===== src/rtl/fdcic_pkg.sv =====
package fdcic_pkg;
  localparam logic [7:0] ADDR_CTRL = 8'h00;
  localparam logic [7:0] ADDR_TIMER = 8'h04;
  localparam logic [7:0] ADDR_CMD = 8'h08;
  localparam logic [7:0] ADDR_DATA = 8'h0C;
  localparam logic [7:0] ADDR_MSR = 8'h10;
  localparam logic [7:0] ADDR_STAT = 8'h14;
  localparam logic [7:0] ADDR_EVENT = 8'h18;
  localparam logic [4:0] CMD_READ = 5'h06;
  localparam logic [4:0] CMD_READ_DEL = 5'h0C;
  localparam logic [4:0] CMD_WRITE = 5'h05;
  localparam logic [4:0] CMD_WRITE_DEL = 5'h09;
  localparam logic [4:0] CMD_READ_TRK = 5'h02;
  localparam logic [4:0] CMD_READ_ID = 5'h0A;
  localparam logic [4:0] CMD_FORMAT = 5'h0D;
  localparam logic [4:0] CMD_SCAN_EQ = 5'h11;
  localparam logic [4:0] CMD_SCAN_LE = 5'h19;
  localparam logic [4:0] CMD_SCAN_HE = 5'h1D;
  localparam logic [4:0] CMD_SPECIFY = 5'h03;
  localparam logic [4:0] CMD_SENSE_DRV = 5'h04;
  localparam logic [4:0] CMD_SENSE_INT = 5'h08;
  localparam logic [4:0] CMD_SEEK = 5'h0F;
  localparam logic [4:0] CMD_RECAL = 5'h07;
  localparam logic [7:0] ST0_INVALID = 8'h80;
  localparam logic [7:0] ST0_READY_CHG = 8'hC0;
  localparam logic [7:0] ST0_SEEK_OK = 8'h20;
  localparam logic [7:0] ST0_SEEK_BAD = 8'h60;
  localparam int MSR_BUSY_LSB = 0;
  localparam int MSR_EXEC_BIT = 5;
  localparam int MSR_DIR_BIT = 6;
  localparam int MSR_RQM_BIT = 7;
  localparam int TMR_SRT_LSB = 0;
  localparam int TMR_HUT_LSB = 4;
  localparam int TMR_HLT_LSB = 8;
  localparam int TMR_PIO_BIT = 15;
  localparam logic [15:0] TMR_RESET = 16'h0000;
  localparam int CLK_HZ = 125000000;
  localparam int NOMINAL_HZ = 16000000;
  localparam int MS_PER_STEP_SRT = 1;
  localparam int MS_PER_STEP_HUT = 16;
  localparam int MS_PER_STEP_HLT = 2;
  // one nominal ms, scaled to the 125 MHz core clock; ms ticks via prescaler
  localparam int MS_CYCLES = CLK_HZ / 1000;
  localparam logic [16:0] MS_CYC = 17'(MS_CYCLES - 1);
endpackage


===== src/rtl/fdcic_core.sv =====
// Register access over APB and the address map were chosen for this implementation.
`timescale 1ns/1ps
module fdcic_core #(
  parameter logic [16:0] MS_TICK = fdcic_pkg::MS_CYC
) (
  // clock and reset
  input wire logic core_clk,
  input wire logic rst_n,
  // apb
  input wire logic psel,
  input wire logic penable,
  input wire logic pwrite,
  input wire logic [7:0] paddr,
  input wire logic [31:0] pwdata,
  output logic [31:0] prdata,
  output logic pready,
  output logic pslverr,
  // drives
  input wire logic [3:0] drive_ready,
  input wire logic [3:0] track0,
  input wire logic [7:0] drive_status,
  output logic step_out,
  output logic head_load,
  // host
  output logic irq
);
  typedef enum logic [1:0] {
    FDCIC_IDLE = 2'b00,
    FDCIC_EXEC = 2'b01,
    FDCIC_RESULT = 2'b10
  } fdcic_phase_t;

  fdcic_phase_t phase_ff;
  logic [15:0] timer_ff;
  logic [7:0] st0_ff;
  logic [7:0] result_ff;
  logic [4:0] cmd_ff;
  logic [3:0] busy_ff;
  logic [3:0] ready_q_ff;
  logic [3:0] ready_chg_ff;
  logic seek_pend_ff;
  logic seek_bad_ff;
  logic data_irq_ff;
  logic [16:0] ms_cnt_ff;
  logic [7:0] ms_left_ff;
  logic [7:0] steps_ff;
  logic [1:0] seek_drv_ff;
  logic seek_recal_ff;
  logic [7:0] xfer_left_ff;

  wire wr = psel && penable && pwrite;
  wire rd = psel && penable && !pwrite;
  wire cmd_wr = wr && paddr == fdcic_pkg::ADDR_CMD;
  wire data_acc = psel && penable && paddr == fdcic_pkg::ADDR_DATA;
  wire tick = ms_cnt_ff == MS_TICK;
  wire pio = timer_ff[fdcic_pkg::TMR_PIO_BIT];
  wire [4:0] new_cmd = pwdata[4:0];
  wire [1:0] new_drv = pwdata[9:8];

  function automatic logic is_xfer(input logic [4:0] c);
    is_xfer = c == fdcic_pkg::CMD_READ || c == fdcic_pkg::CMD_READ_DEL ||
      c == fdcic_pkg::CMD_WRITE || c == fdcic_pkg::CMD_WRITE_DEL ||
      c == fdcic_pkg::CMD_READ_TRK || c == fdcic_pkg::CMD_READ_ID ||
      c == fdcic_pkg::CMD_FORMAT || c == fdcic_pkg::CMD_SCAN_EQ ||
      c == fdcic_pkg::CMD_SCAN_LE || c == fdcic_pkg::CMD_SCAN_HE;
  endfunction

  // reload is one short of the interval: the step fires on the tick after zero
  function automatic logic [7:0] step_reload(input logic [3:0] code);
    step_reload = 8'h0F - {4'h0, code};
  endfunction

  // unserviced seek or ready interrupt forces the next command, unless it is sense interrupt, to be undefined
  wire force_inv = (seek_pend_ff || |ready_chg_ff) && new_cmd != fdcic_pkg::CMD_SENSE_INT;
  wire known = is_xfer(new_cmd) || new_cmd == fdcic_pkg::CMD_SPECIFY ||
    new_cmd == fdcic_pkg::CMD_SENSE_DRV || new_cmd == fdcic_pkg::CMD_SENSE_INT ||
    new_cmd == fdcic_pkg::CMD_SEEK || new_cmd == fdcic_pkg::CMD_RECAL;
  wire accept = cmd_wr && phase_ff == FDCIC_IDLE;
  wire is_inv = accept && (!known || force_inv);
  wire xfer_done = phase_ff == FDCIC_EXEC && ms_left_ff == 8'h00 && tick &&
    (!pio || xfer_left_ff == 8'h00);
  wire seek_done = seek_pend_ff == 1'b0 && |busy_ff && tick && ms_left_ff == 8'h00 &&
    (track0[seek_drv_ff] || steps_ff == 8'h00);

  // millisecond prescaler; nominal ms taken at the core clock rate
  always_ff @(posedge core_clk or negedge rst_n) begin
    if (!rst_n) begin
      ms_cnt_ff <= 17'h00000;
    end else begin
      ms_cnt_ff <= tick ? 17'h00000 : ms_cnt_ff + 17'h00001;
    end
  end

  always_ff @(posedge core_clk or negedge rst_n) begin
    if (!rst_n) begin
      timer_ff <= fdcic_pkg::TMR_RESET;
    end else if (wr && paddr == fdcic_pkg::ADDR_TIMER) begin
      timer_ff <= pwdata[15:0];
    end else if (accept && !is_inv && new_cmd == fdcic_pkg::CMD_SPECIFY) begin
      timer_ff <= pwdata[31:16];
    end
  end

  // delay counter shared by settle, step and unload intervals
  always_ff @(posedge core_clk or negedge rst_n) begin
    if (!rst_n) begin
      ms_left_ff <= 8'h00;
    end else if (accept && !is_inv && is_xfer(new_cmd)) begin
      ms_left_ff <= 8'(timer_ff[fdcic_pkg::TMR_HLT_LSB +: 7] *
        fdcic_pkg::MS_PER_STEP_HLT);
    end else if (accept && !is_inv &&
                 (new_cmd == fdcic_pkg::CMD_SEEK || new_cmd == fdcic_pkg::CMD_RECAL)) begin
      ms_left_ff <= step_reload(timer_ff[fdcic_pkg::TMR_SRT_LSB +: 4]);
    end else if (xfer_done) begin
      ms_left_ff <= 8'(timer_ff[fdcic_pkg::TMR_HUT_LSB +: 4] *
        fdcic_pkg::MS_PER_STEP_HUT);
    end else if (tick && ms_left_ff != 8'h00) begin
      ms_left_ff <= ms_left_ff - 8'h01;
    end else if (tick && |busy_ff && !seek_done) begin
      ms_left_ff <= step_reload(timer_ff[fdcic_pkg::TMR_SRT_LSB +: 4]);
    end
  end

  always_ff @(posedge core_clk or negedge rst_n) begin
    if (!rst_n) begin
      head_load <= 1'b0;
    end else if (accept && !is_inv && is_xfer(new_cmd)) begin
      head_load <= 1'b1;
    end else if (phase_ff != FDCIC_EXEC && tick && ms_left_ff == 8'h01) begin
      head_load <= 1'b0;
    end
  end

  always_ff @(posedge core_clk or negedge rst_n) begin
    if (!rst_n) begin
      phase_ff <= FDCIC_IDLE;
      cmd_ff <= 5'h00;
      xfer_left_ff <= 8'h00;
    end else begin
      unique case (phase_ff)
        FDCIC_IDLE: begin
          if (accept) begin
            cmd_ff <= new_cmd;
            xfer_left_ff <= pwdata[23:16];
            if (is_inv || new_cmd == fdcic_pkg::CMD_SENSE_INT ||
                new_cmd == fdcic_pkg::CMD_SENSE_DRV) begin
              phase_ff <= FDCIC_RESULT;
            end else if (is_xfer(new_cmd)) begin
              phase_ff <= FDCIC_EXEC;
            end
          end
        end
        FDCIC_EXEC: begin
          if (pio && data_acc && xfer_left_ff != 8'h00) begin
            xfer_left_ff <= xfer_left_ff - 8'h01;
          end
          if (xfer_done) begin
            phase_ff <= FDCIC_RESULT;
          end
        end
        FDCIC_RESULT: begin
          if (rd && paddr == fdcic_pkg::ADDR_DATA) begin
            phase_ff <= FDCIC_IDLE;
          end
        end
        default: phase_ff <= FDCIC_IDLE;
      endcase
    end
  end

  // seek engine: one drive steps at a time
  always_ff @(posedge core_clk or negedge rst_n) begin
    if (!rst_n) begin
      busy_ff <= 4'h0;
      seek_drv_ff <= 2'b00;
      steps_ff <= 8'h00;
      seek_pend_ff <= 1'b0;
      seek_bad_ff <= 1'b0;
      seek_recal_ff <= 1'b0;
      step_out <= 1'b0;
    end else begin
      step_out <= 1'b0;
      if (accept && !is_inv &&
          (new_cmd == fdcic_pkg::CMD_SEEK || new_cmd == fdcic_pkg::CMD_RECAL)) begin
        busy_ff[new_drv] <= 1'b1;
        seek_drv_ff <= new_drv;
        steps_ff <= pwdata[23:16];
        seek_recal_ff <= new_cmd == fdcic_pkg::CMD_RECAL;
      end else if (seek_done) begin
        seek_pend_ff <= 1'b1;
        // a seek that counts out is normal; only a recalibrate can miss home
        seek_bad_ff <= seek_recal_ff && !track0[seek_drv_ff];
      end else if (|busy_ff && !seek_pend_ff && tick && ms_left_ff == 8'h00) begin
        step_out <= 1'b1;
        steps_ff <= steps_ff - 8'h01;
      end
      if (accept && !is_inv && new_cmd == fdcic_pkg::CMD_SENSE_INT && seek_pend_ff) begin
        seek_pend_ff <= 1'b0;
        busy_ff <= 4'h0;
      end
    end
  end

  // ready change: a new change wins over the clear in the same cycle
  always_ff @(posedge core_clk or negedge rst_n) begin
    if (!rst_n) begin
      ready_q_ff <= 4'h0;
      ready_chg_ff <= 4'h0;
    end else begin
      ready_q_ff <= drive_ready;
      ready_chg_ff <= ((accept && !is_inv && new_cmd == fdcic_pkg::CMD_SENSE_INT &&
        !seek_pend_ff) ? 4'h0 : ready_chg_ff) | (ready_q_ff ^ drive_ready);
    end
  end

  always_ff @(posedge core_clk or negedge rst_n) begin
    if (!rst_n) begin
      data_irq_ff <= 1'b0;
    end else if (xfer_done && is_xfer(cmd_ff)) begin
      data_irq_ff <= 1'b1;
    end else if (phase_ff == FDCIC_EXEC && pio && !data_acc) begin
      data_irq_ff <= 1'b1;
    end else if (data_acc) begin
      data_irq_ff <= 1'b0;
    end
  end

  // status byte latched at result entry for invalid and sense interrupt commands only
  always_ff @(posedge core_clk or negedge rst_n) begin
    if (!rst_n) begin
      st0_ff <= 8'h00;
      result_ff <= 8'h00;
    end else if (is_inv) begin
      st0_ff <= fdcic_pkg::ST0_INVALID;
      result_ff <= fdcic_pkg::ST0_INVALID;
    end else if (accept && new_cmd == fdcic_pkg::CMD_SENSE_INT) begin
      st0_ff <= seek_pend_ff ? (seek_bad_ff ? fdcic_pkg::ST0_SEEK_BAD :
        fdcic_pkg::ST0_SEEK_OK) : fdcic_pkg::ST0_READY_CHG;
      result_ff <= seek_pend_ff ? (seek_bad_ff ? fdcic_pkg::ST0_SEEK_BAD :
        fdcic_pkg::ST0_SEEK_OK) : fdcic_pkg::ST0_READY_CHG;
    end else if (accept && new_cmd == fdcic_pkg::CMD_SENSE_DRV) begin
      result_ff <= drive_status;
    end else if (xfer_done) begin
      result_ff <= 8'h00;
    end
  end

  // level interrupt; invalid commands never reach any source
  assign irq = data_irq_ff || seek_pend_ff || |ready_chg_ff;

  wire [7:0] msr = {phase_ff != FDCIC_EXEC || pio, phase_ff == FDCIC_RESULT,
    phase_ff == FDCIC_EXEC && pio, 1'b0, busy_ff};

  assign pready = 1'b1;
  assign pslverr = 1'b0;
  always_ff @(posedge core_clk or negedge rst_n) begin
    if (!rst_n) begin
      prdata <= 32'h00000000;
    end else if (psel && !penable && !pwrite) begin
      unique case (paddr)
        fdcic_pkg::ADDR_TIMER: prdata <= {16'h0000, timer_ff};
        fdcic_pkg::ADDR_DATA: prdata <= {24'h000000, result_ff};
        fdcic_pkg::ADDR_MSR: prdata <= {24'h000000, msr};
        fdcic_pkg::ADDR_STAT: prdata <= {24'h000000, st0_ff};
        fdcic_pkg::ADDR_EVENT: prdata <= {26'h0, seek_pend_ff, data_irq_ff, ready_chg_ff};
        default: prdata <= 32'h00000000;
      endcase
    end
  end
endmodule


===== config.mk =====
export PLATFORM = sky130hd
export DESIGN_NAME = fdcic_core
export DESIGN_NICKNAME = d
export VERILOG_FILES = /design/src/rtl/fdcic_pkg.sv /design/src/rtl/fdcic_core.sv
export SDC_FILE = /design/constraint.sdc
export NUM_CORES = 1
export LEC_CHECK = 0
export ABC_CLOCK_PERIOD_IN_PS = 3400
export BUFFER_PORTS_ARGS = -buffer_cell sky130_fd_sc_hd__buf_2
export CORE_ASPECT_RATIO = 1.1
export CORE_MARGIN = 4
export CORE_UTILIZATION = 57
export DETAILED_ROUTE_END_ITERATION = 6
export PLACE_DENSITY = 0.78
export SLEW_MARGIN = 10
export SYNTH_ARGS = -nofsm -noshare
export SYNTH_HDL_FRONTEND = slang
export SYNTH_SLANG_ARGS = --single-unit

===== constraint.sdc =====
create_clock -name core_clk -period 3.4 [get_ports core_clk]
set_clock_uncertainty 0.15 [all_clocks]
set_input_delay 0.17 -clock core_clk [delete_from_list [all_inputs] [get_ports core_clk]]
set_output_delay 0.17 -clock core_clk [all_outputs]
set_load 0.1 [all_outputs]

==> qor.yml, run 1 <==
muxShareOfSynthArea: 0.0478
setup_viol: 0
start_util: 0.581
peakVddDrop_v: 0.000245
fin_area_sq_um: 7520
synth.area.top_cells: "dfrtp_1 (44%), nand2_1 (5.5%), nor2_1 (4.2%)"
synthCells: 688
drive_gt1_frac: 0.164
synth_most_common_cell: "dfrtp_1"
ant_nets: 0
first_global_vias: 5580
finalCritPeriodShare: 0.927
fp.dieH_microns: 118
worst_slew_pin_slew_ns: 0.870
ys_seq_area_frac: 0.440
dp_hpwl_microns: 12700
die_x_microns: 108
holdWs_ns: 0.00841
max_stage_delay_ns: 0.57
crit_chain: "nor4_4 > and2_1 > o211ai_2 > nand2_2 > and4_1 > buf_4 > mux2i_1 > o21ai_0 > dlygate4sd3_1"
required_ns: 3.49
max_freq_ghz: 0.317
vias: 5634
status: "completed"
die_area_sq_um: 12800
clock_latency_ns: 0.36
post_cts_buffers: 0
synthAdderAreaFrac: 0.0159
synthFlopType: "dfrtp_1"
io_pins: 98
port_buffers: 79
cts_tree: "yes"
final_max_slew_viol_count: 0
synth_top_family_by_area: "simple AND/OR/NAND/NOR gates"
htree_levels: 3
ctsRootBufferMaster: "clkbuf_16"
routabilityCongestion: 0.969
p_per_area_nw_per_um2: 364
leakage_uw: 0.00342
ys_ff_latch: 111
holdCritStartpoint: "pwdata[25]"
synth_warnings: 0
hold_viol_final: 0
slew_headroom: 0.415
cpMaxStageDelayCell: "dlygate4sd3_1"
worstPathArrival_ns: 3.24
grtUsageTotal: 0.281
post-synth-top-area-cell: "dfrtp_1"
worst-path-max-fanout: 16
diodes: 0
path_clk_slew_ns: 0.07
synth-xor-area-share: 0.0430
yosys.area.top_type_share: 0.440
post-route-min-period_ns: 3.15
synth_compound_area_frac: 0.167
drt_iter0_drc: 365
wl_per_cell_microns: 18.4
fin_util: 0.692
dr.pass1.iters: 5
synth_area_per_cell_sq_um: 9.17
rsz0062_at_grt: "false"
grt.overflow.total: 0
core_sq_um: 10900
crit_start: "ready_chg_ff[1]$_DFF_PN0_"
placed_area_sq_um: 6790
maxCapViolations: 0
regToRegStartpoint: "ready_chg_ff[1]$_DFF_PN0_"
synth-simple-area-share: 0.235
ys_types: 73
drc: 0
async_reset_ff_frac: 1.00
grt_pass1_wl_microns: 28200
cts-buffers-inserted: 9
clockBufferDepth: 2
via_per_inst: 5.92
rows: 40
synth_edf_count: 0
antenna_found_initial: 0
grt_max_degree: 112
routed_wl_microns: 17500
numClockSinks: 111
synth_common_cells: "dfrtp_1 (111), nand2_1 (92), nor2_1 (71), o21ai_0 (50), a21oi_1 (41)"
critPathLaunchType: "flop"
setup_tns_ns: 0
final_net_count: 869
worstHoldPathType: "input pin to flop"
crit_path_end_kind: "flop"
critPathKind: "flop to flop"
netlist_area_sq_um: 6310
synthToLayoutAreaGrowth_pct: 19.2
[per-layer routing]
layer / GRT usage / vias up / part of all wire
met1: 0.358 / 2731 / 0.40
met2: 0.471 / 208 / 0.51
li1: - / 2645 / -
met5: 0 / - / 0
met4: 0.124 / 0 / 0.033
met3: 0.0404 / 50 / 0.056
[where the power goes]
group / internal [uW] / leakage (uW) / switching (uW)
Combinational: 86.3 / 0.00183 / 198
Sequential: 1330 / 0.00145 / 13.4
Clock: 600 / 0.000144 / 505
Total: 2020 / 0.00342 / 716
[timing repair]
item                                    in CTS  in global routing
endpoints found under the hold margin      151                  0
endpoints found under the setup margin       0                  7
hold buffers                                40                  0
gates resized for setup                      0                  3
[kinds of logic (layout without fill, tap and decap cells)]
family	count (synthesis)	count (layout)
buffers and inverters	61	162
other	2	18
AND/OR/NAND/NOR	290	290
AO/OA/AOI/OAI	157	157
XOR/XNOR	31	31
adder cells (fa/ha/maj)	8	8
multiplexers	28	28
flip-flops	111	111
[layout make-up]
class	count	area [sq um]
clock buffer	11	243
clock inverter	5	65.1
fill	909	3340
inverter	17	63.8
multi-input combinational	532	3300
sequential	111	2780
tap	147	184
timing repair buffer	129	886
[registers in the layout, indices dropped and copies added, names as in the netlist, 2 cells and up]
register      flops
cmd_ff            5
busy_ff           4
ms_cnt_ff        17
phase_ff          2
st0_ff            3
steps_ff          8
ready_q_ff        4
xfer_left_ff      8
seek_drv_ff       2
ms_left_ff        8
ready_chg_ff      4
prdata           16
result_ff         8
timer_ff         16
[critical path: cells and delay by family, from the launching register on]
family                 cells  cell delay [ns]
AOI/OAI and AO/OA          2             0.31
muxes                      1             0.26
and+or+nand+nor            4             1.03
buffers and inverters      2             0.86
DFF                        1             0.42
[layout by cell type, fill, tap and decap left out, types with 4 or more instances in the layout]
cell	Yosys	final
a21oi_1	41	41
nand2b_1	10	10
nand4_1	14	14
o2bb2ai_1	6	6
nor2b_1	9	9
nor4_1	10	9
clkbuf_16	0	9
buf_4	19	10
inv_1	17	17
buf_2	5	78
dfrtp_1	111	111
xor2_1	12	12
dlygate4sd3_1	0	40
a22o_1	18	18
and4_1	4	4
and3_1	9	9
nand3_1	23	23
xnor2_1	19	19
a31oi_1	6	6
and2_1	7	7
nor3_1	11	11
mux2i_1	23	23
nor2_1	71	71
nand2_1	92	92
conb_1	2	18
o21ai_0	50	50
ha_1	8	8
[per-stage QoR]
step / cells / total power (uW) / setup slack [ns]
floorplan: 704 / 1540 / 1.03
global placement: 896 / 1620 / 0.661
detailed placement: 896 / 1620 / 0.520
CTS: 952 / 2750 / 0.0935
global route: 952 / 2830 / 0.0911
finish: 952 / 2730 / 0.247
[worst paths after layout]
path                                                  end  slack, ns  cells after the start
worst min register to register  ready_chg_ff[1]$_DFF_PN0_       0.33                      2
max in group asynchronous           cmd_ff[1]$_DFFE_PN0P_       2.38                      3
worst min-delay path              timer_ff[9]$_DFFE_PN0P_      0.008                      3
min in group asynchronous          ms_cnt_ff[6]$_DFF_PN0_       0.29                      3
worst max-delay path             timer_ff[12]$_DFFE_PN0P_       0.25                      9
worst max register to register   timer_ff[12]$_DFFE_PN0P_       0.25                      9
Power figures use the tool's default switching activity.
==> run 2, diff against run 1 <==
--- a/config.mk
+++ b/config.mk
@@ -5,13 +5,13 @@
 export SDC_FILE = /design/constraint.sdc
 export NUM_CORES = 1
 export LEC_CHECK = 0
-export ABC_CLOCK_PERIOD_IN_PS = 3400
+export ABC_CLOCK_PERIOD_IN_PS = 2900
 export BUFFER_PORTS_ARGS = -buffer_cell sky130_fd_sc_hd__buf_2
 export CORE_ASPECT_RATIO = 1.1
 export CORE_MARGIN = 4
-export CORE_UTILIZATION = 57
+export CORE_UTILIZATION = 52
 export DETAILED_ROUTE_END_ITERATION = 6
-export PLACE_DENSITY = 0.78
+export PLACE_DENSITY = 0.75
 export SLEW_MARGIN = 10
 export SYNTH_ARGS = -nofsm -noshare
 export SYNTH_HDL_FRONTEND = slang
==> constraint.sdc (replaced) <==
create_clock -name core_clk -period 2.9 [get_ports core_clk]
set_clock_uncertainty 0.15 [all_clocks]
set_input_delay 0.145 -clock core_clk [delete_from_list [all_inputs] [get_ports core_clk]]
set_output_delay 0.145 -clock core_clk [all_outputs]
set_load 0.1 [all_outputs]
==> run 2 against run 1 <==
Die area is 8.9% higher; cell area is 1.2% higher; sequential cell count unchanged; worst hold slack gained 0.012 ns; clock-buffer cell count down 2.
==> qor.yml, run 2 (synthesis gave the netlist of run 1 again) <==
drc: 0  # unchanged
final_cell_mix: "dfrtp_1 (111), nand2_1 (92), buf_2 (78)"  # unchanged
path_clk_slew_ns: 0.08  # was 0.07 ns
regToRegStartpoint: "xfer_left_ff[3]$_DFFE_PN0P_"  # was ready_chg_ff[1]$_DFF_PN0_
cts_tree: "yes"  # unchanged
worst_slew_pin_slew_ns: 0.739  # was 0.870 ns
max_freq_ghz: 0.366  # was 0.317 GHz
cts-buffers-inserted: 9  # unchanged
wl_per_cell_microns: 18.2  # was 18.4 microns
leakage_uw: 0.00344  # was 0.00342 uW
r2r_slack_ns: 0.17  # was 0.25 ns
grt_pass1_wl_microns: 28900  # was 28200 microns
fp.dieH_microns: 124  # was 118 microns
drt_iter0_drc: 425  # was 365
post_cts_buffers: 0  # unchanged
ant_nets: 0  # unchanged
p_per_area_nw_per_um2: 412  # was 364 nW/um^2
via_per_inst: 5.86  # was 5.92
grtUsageTotal: 0.265  # was 0.281
hold_path_depth: 4  # was 3
status: "completed"  # unchanged
reg_top3: "ms_cnt_ff x17, prdata x16, timer_ff x16"  # unchanged
clock_latency_ns: 0.36  # about the same
port_buffers: 79  # unchanged
rsz0062_at_grt: "false"  # unchanged
reg2reg_depth: 6  # was 9
die_area_sq_um: 14000  # was 12800 sq um
ctsRootBufferMaster: "clkbuf_16"  # unchanged
setup_tns_ns: 0  # unchanged
final_common_cell: "dfrtp_1"  # unchanged
critPathKind: "flop to flop"  # unchanged
first_global_vias: 5552  # was 5580
worstHoldPathType: "input pin to flop"  # unchanged
start_util: 0.540  # was 0.581
numClockSinks: 111  # unchanged
clockBufferDepth: 2  # unchanged
drive_gt1_frac: 0.173  # was 0.164
diodes: 0  # unchanged
setup_viol: 0  # unchanged
grt.overflow.total: 0  # unchanged
slew_headroom: 0.506  # was 0.415
peakVddDrop_v: 0.000311  # was 0.000245 V
htree_levels: 3  # unchanged
io_pins: 98  # unchanged
vias: 5681  # was 5634
worstReg2RegEnd: "result_ff[7]$_DFFE_PN0P_"  # was timer_ff[12]$_DFFE_PN0P_
hold_viol_final: 0  # unchanged
antenna_found_initial: 0  # unchanged
maxCapViolations: 0  # unchanged
core_sq_um: 11700  # was 10900 sq um
critPathLaunchType: "flop"  # unchanged
routabilityCongestion: 0.928  # was 0.969
die_x_microns: 113  # was 108 microns
min_to: "result_ff[7]$_DFFE_PN0P_"  # was timer_ff[9]$_DFFE_PN0P_
grt_max_degree: 68  # was 112
synthToLayoutAreaGrowth_pct: 20.6  # was 19.2%
crit_path_end_kind: "flop"  # unchanged
dp_hpwl_microns: 12900  # was 12700 microns
final_net_count: 883  # was 869
top_register: "ms_cnt_ff"  # unchanged
holdCritStartpoint: "drive_status[7]"  # was pwdata[25]
largest_reg_flops: 17  # unchanged
post-route-min-period_ns: 2.73  # was 3.15 ns
rows: 41  # was 40
dr.pass1.iters: 5  # unchanged
routed_wl_microns: 17600  # was 17500 microns
fin_util: 0.651  # was 0.692
final_max_slew_viol_count: 0  # unchanged
cts.repair.resized: 0  # unchanged
worst-path-max-fanout: 8  # was 16
required_ns: 3.00  # was 3.49 ns
worstPathArrival_ns: 2.83  # was 3.24 ns
finalCritPeriodShare: 0.942  # was 0.927
run 2: cell types whose count changed in the layout (fill, tap and decap cells not counted), sizes merged:
cell / delta
buf: +11
clkbuf: -2
inv: +1
dlygate4sd3: +3
bufinv: -1
clkinv: +2
run 2: how the worst max path moves through the flow:
stage                                            from                   endpoint  slack, ns  depth (start not counted)
after global routing        ready_chg_ff[1]$_DFF_PN0_  ms_left_ff[3]$_DFFE_PN0P_       0.03                          9
after global placement         ms_cnt_ff[0]$_DFF_PN0_   result_ff[7]$_DFFE_PN0P_       0.31                          7
after detailed placement    ms_left_ff[0]$_DFFE_PN0P_    steps_ff[5]$_DFFE_PN0P_       0.26                          8
after floorplan             ms_left_ff[0]$_DFFE_PN0P_  ms_left_ff[1]$_DFFE_PN0P_       0.53                          9
final                     xfer_left_ff[3]$_DFFE_PN0P_   result_ff[7]$_DFFE_PN0P_       0.17                          6
after CTS                   ms_left_ff[0]$_DFFE_PN0P_    steps_ff[5]$_DFFE_PN0P_       0.21                          8
run 2: cell type report:
type | count | area (sq um)
sequential | 111 | 2780
tap | 150 | 188
inverter | 17 | 63.8
timing repair buffer | 143 | 1010
fill | 968 | 4090
clock buffer | 9 | 225
multi-input combinational | 532 | 3280
clock inverter | 7 | 65.1
run 2: repair_timing:
item / in CTS / in global routing
setup endpoints to repair: 0 / 1
hold buffers: 43 / 0
hold endpoints to repair: 90 / 0
run 2: metal layers:
metal	vias up	wire length [microns]	global-route usage
met5	-	0	0
met3	47	962	0.0328
li1	2687	-	-
met1	2723	7060	0.333
met2	224	8950	0.454
met4	0	636	0.131
run 2: metrics by stage:
step / cells / hold WS [ns] / area (sq um) / worst slack (ns) / power (uW)
2_1_floorplan: 704 / -0.301 / 6370 / 0.526 / 1810
3_3_place_gp: 910 / 0.0295 / 6890 / 0.310 / 1900
3_5_place_dp: 910 / 0.0398 / 6890 / 0.257 / 1900
4_1_cts: 969 / 0.0126 / 7610 / 0.213 / 3170
5_1_grt: 969 / 0.0413 / 7610 / 0.0274 / 3260
6_report: 969 / 0.0204 / 7610 / 0.169 / 3140
run 2: power breakdown:
group          switching [uW]  total, uW  internal, uW
sequential               16.1       1580          1560
clock                     619       1220           601
combinational             233        342           109
total                     868       3140          2270
run 2: worst max-delay path, stage by stage, from the launching register on:
cell and delay (ns):
dfrtp_1 0.44, or4_4 0.58, o41ai_4 0.41, nand2_2 0.13, nor3_4 0.45, nor3_4 0.12
mux2_1 0.33
==> run 3, diff against run 2 <==
--- a/config.mk
+++ b/config.mk
@@ -7,9 +7,11 @@
 export LEC_CHECK = 0
 export ABC_CLOCK_PERIOD_IN_PS = 2900
 export BUFFER_PORTS_ARGS = -buffer_cell sky130_fd_sc_hd__buf_2
+export CELL_PAD_IN_SITES_DETAIL_PLACEMENT = 1
+export CELL_PAD_IN_SITES_GLOBAL_PLACEMENT = 2
 export CORE_ASPECT_RATIO = 1.1
 export CORE_MARGIN = 4
-export CORE_UTILIZATION = 52
+export CORE_UTILIZATION = 32
 export DETAILED_ROUTE_END_ITERATION = 6
 export PLACE_DENSITY = 0.75
 export SLEW_MARGIN = 10
==> run 3 against run 2 <==
Final cell count increased by 10%; sequential power about the same; largest cell class unchanged; maximum frequency up 0.62%; setup slack improved by 0.017 ns; largest power group unchanged; clock-buffer cell count unchanged; power up 4.1%.
==> qor.yml, run 3 (synthesis gave the netlist of run 1 again) <==
max_freq_ghz: 0.368  # was 0.366 GHz
grt_util_met1: 0.248  # was 0.333
final_common_cell: "dfrtp_1"  # unchanged
maxCapViolations: 0  # unchanged
critPathKind: "flop to flop"  # unchanged
worstHoldPathType: "input pin to flop"  # unchanged
grt_util_met2: 0.335  # was 0.454
grt.overflow.total: 0  # unchanged
routabilityCongestion: 0.920  # was 0.928
port_buffers: 79  # unchanged
worst_slew_pin_slew_ns: 0.717  # was 0.739 ns
ctsRootBufferMaster: "clkbuf_16"  # unchanged
crit_start: "xfer_left_ff[3]$_DFFE_PN0P_"  # unchanged
antenna_found_initial: 0  # unchanged
clockBufferDepth: 2  # unchanged
crit_end: "ms_left_ff[1]$_DFFE_PN0P_"  # was result_ff[7]$_DFFE_PN0P_
r2r_slack_ns: 0.19  # was 0.17 ns
fin_util: 0.405  # was 0.651
top_register: "ms_cnt_ff"  # unchanged
rsz0062_at_grt: "false"  # unchanged
reg_top3: "ms_cnt_ff x17, prdata x16, timer_ff x16"  # unchanged
hold_viol_final: 0  # unchanged
numClockSinks: 111  # unchanged
gr-max-usage-layer: "met2"  # unchanged
vias: 5629  # was 5681
final_max_slew_viol_count: 0  # unchanged
first_global_vias: 6150  # was 5552
worstPathArrival_ns: 2.80  # was 2.83 ns
final_net_count: 886  # was 883
peakVddDrop_v: 0.000276  # was 0.000311 V
routed_wl_microns: 21100  # was 17600 microns
cts-buffers-inserted: 9  # unchanged
regToRegStartpoint: "xfer_left_ff[3]$_DFFE_PN0P_"  # unchanged
clock_latency_ns: 0.36  # about the same
die_x_microns: 142  # was 113 microns
grtUsageTotal: 0.195  # was 0.265
htree_levels: 3  # unchanged
reg2reg_depth: 7  # was 6
finalCritPeriodShare: 0.936  # was 0.942
grt_max_degree: 55  # was 68
crit_path_end_kind: "flop"  # unchanged
post-route-min-period_ns: 2.71  # was 2.73 ns
path_clk_slew_ns: 0.08  # about the same
drt_iter0_drc: 264  # was 425
total_power_uw: 3270  # was 3140 uW
cts_tree: "yes"  # unchanged
slew_headroom: 0.521  # was 0.506
start_util: 0.328  # was 0.540
worstReg2RegEnd: "ms_left_ff[1]$_DFFE_PN0P_"  # was result_ff[7]$_DFFE_PN0P_
critPathLaunchType: "flop"  # unchanged
synthToLayoutAreaGrowth_pct: 23.5  # was 20.6%
setup_viol: 0  # unchanged
leakage_uw: 0.00348  # was 0.00344 uW
final_cell_mix: "dfrtp_1 (111), nand2_1 (92), buf_2 (78)"  # unchanged
drc: 0  # unchanged
dr.pass1.iters: 4  # was 5
io_pins: 98  # unchanged
fp.dieH_microns: 155  # was 124 microns
required_ns: 2.99  # was 3.00 ns
grt_pass1_wl_microns: 34000  # was 28900 microns
drive_gt1_frac: 0.182  # was 0.173
holdWs_ns: 0.000610  # was 0.0204 ns
die_area_sq_um: 22000  # was 14000 sq um
core_sq_um: 19200  # was 11700 sq um
ant_nets: 0  # unchanged
largest_reg_flops: 17  # unchanged
diodes: 0  # unchanged
status: "completed"  # unchanged
gr-usage-met3: 0.0274  # was 0.0328
via_per_inst: 5.27  # was 5.86
p_per_area_nw_per_um2: 419  # was 412 nW/um^2
worst-path-max-fanout: 7  # was 8
wl_per_cell_microns: 19.8  # was 18.2 microns
rows: 53  # was 41
setup_tns_ns: 0  # unchanged
dp_hpwl_microns: 16000  # was 12900 microns
[run 3: cell types whose count changed in the layout (fill, tap and decap cells not counted), moves of 2 or more]
| cell | previous run | this run |
|---|---|---|
| nor4_2 | 1 | 3 |
| nor4_1 | 10 | 8 |
| clkinv_4 | 0 | 4 |
| inv_6 | 2 | 0 |
| buf_4 | 20 | 25 |
| clkinvlp_4 | 2 | 0 |
| dlygate4sd3_1 | 43 | 41 |
[run 3: repair_timing]
item                                    in CTS  in global routing
resized for setup                            0                  3
hold endpoints to repair                    85                  1
endpoints found under the setup margin       0                  6
hold buffers                                40                  1
buffers inserted                             0                  0
[run 3: area by class of cell]
cell class,count,area [sq um]
sequential,111,2780
fill,2262,11400
tap,247,309
timing repair buffer,146,1030
clock inverter,7,92.6
clock buffer,9,225
inverter,17,63.8
multi-input combinational,532,3300
[run 3: how the worst min path moves through the flow]
| stage | from | to | slack (ns) | cells after the start |
|---|---|---|---|---|
| global placement | rst_n | ms_cnt_ff[8]$_DFF_PN0_ | 0.07 | 1 |
| finish | drive_status[5] | result_ff[5]$_DFFE_PN0P_ | 0.0006 | 3 |
| floorplan | rst_n | busy_ff[0]$_DFFE_PN0P_ | -0.30 | 0 |
| detailed placement | rst_n | ms_cnt_ff[8]$_DFF_PN0_ | 0.07 | 1 |
| CTS | drive_status[5] | result_ff[5]$_DFFE_PN0P_ | 0.003 | 3 |
| global route | drive_status[5] | result_ff[5]$_DFFE_PN0P_ | 0.02 | 3 |
[run 3: metrics by stage]
step / std cells / area [sq um] / setup WS [ns]
final: 1069 / 7790 / 0.186
after floorplan: 704 / 6370 / 0.526
after global routing: 1069 / 7790 / 0.0235
after global placement: 1012 / 7050 / 0.252
after detailed placement: 1012 / 7050 / 0.190
after CTS: 1068 / 7770 / 0.161
[run 3: routing by layer]
metal / wire length (microns) / up-vias
met5: 0 / -
met4: 650 / 0
met3: 767 / 40
met2: 10600 / 128
met1: 9120 / 2779
li1: - / 2682
[run 3: critical path, cell delays in order, from the launching register on]
cell	delay, ns
dfrtp_1	0.46
or4_4	0.58
o41ai_4	0.37
a21oi_1	0.15
nor2_1	0.31
a21oi_1	0.13
nor3_1	0.28
o21ai_0	0.14
[run 3: where the power goes]
group | switching (uW) | internal (uW) | leakage, uW
Combinational | 242 | 109 | 0.00188
Sequential | 16.3 | 1560 | 0.00145
Clock | 650 | 691 | 0.000154
Total | 908 | 2360 | 0.00348
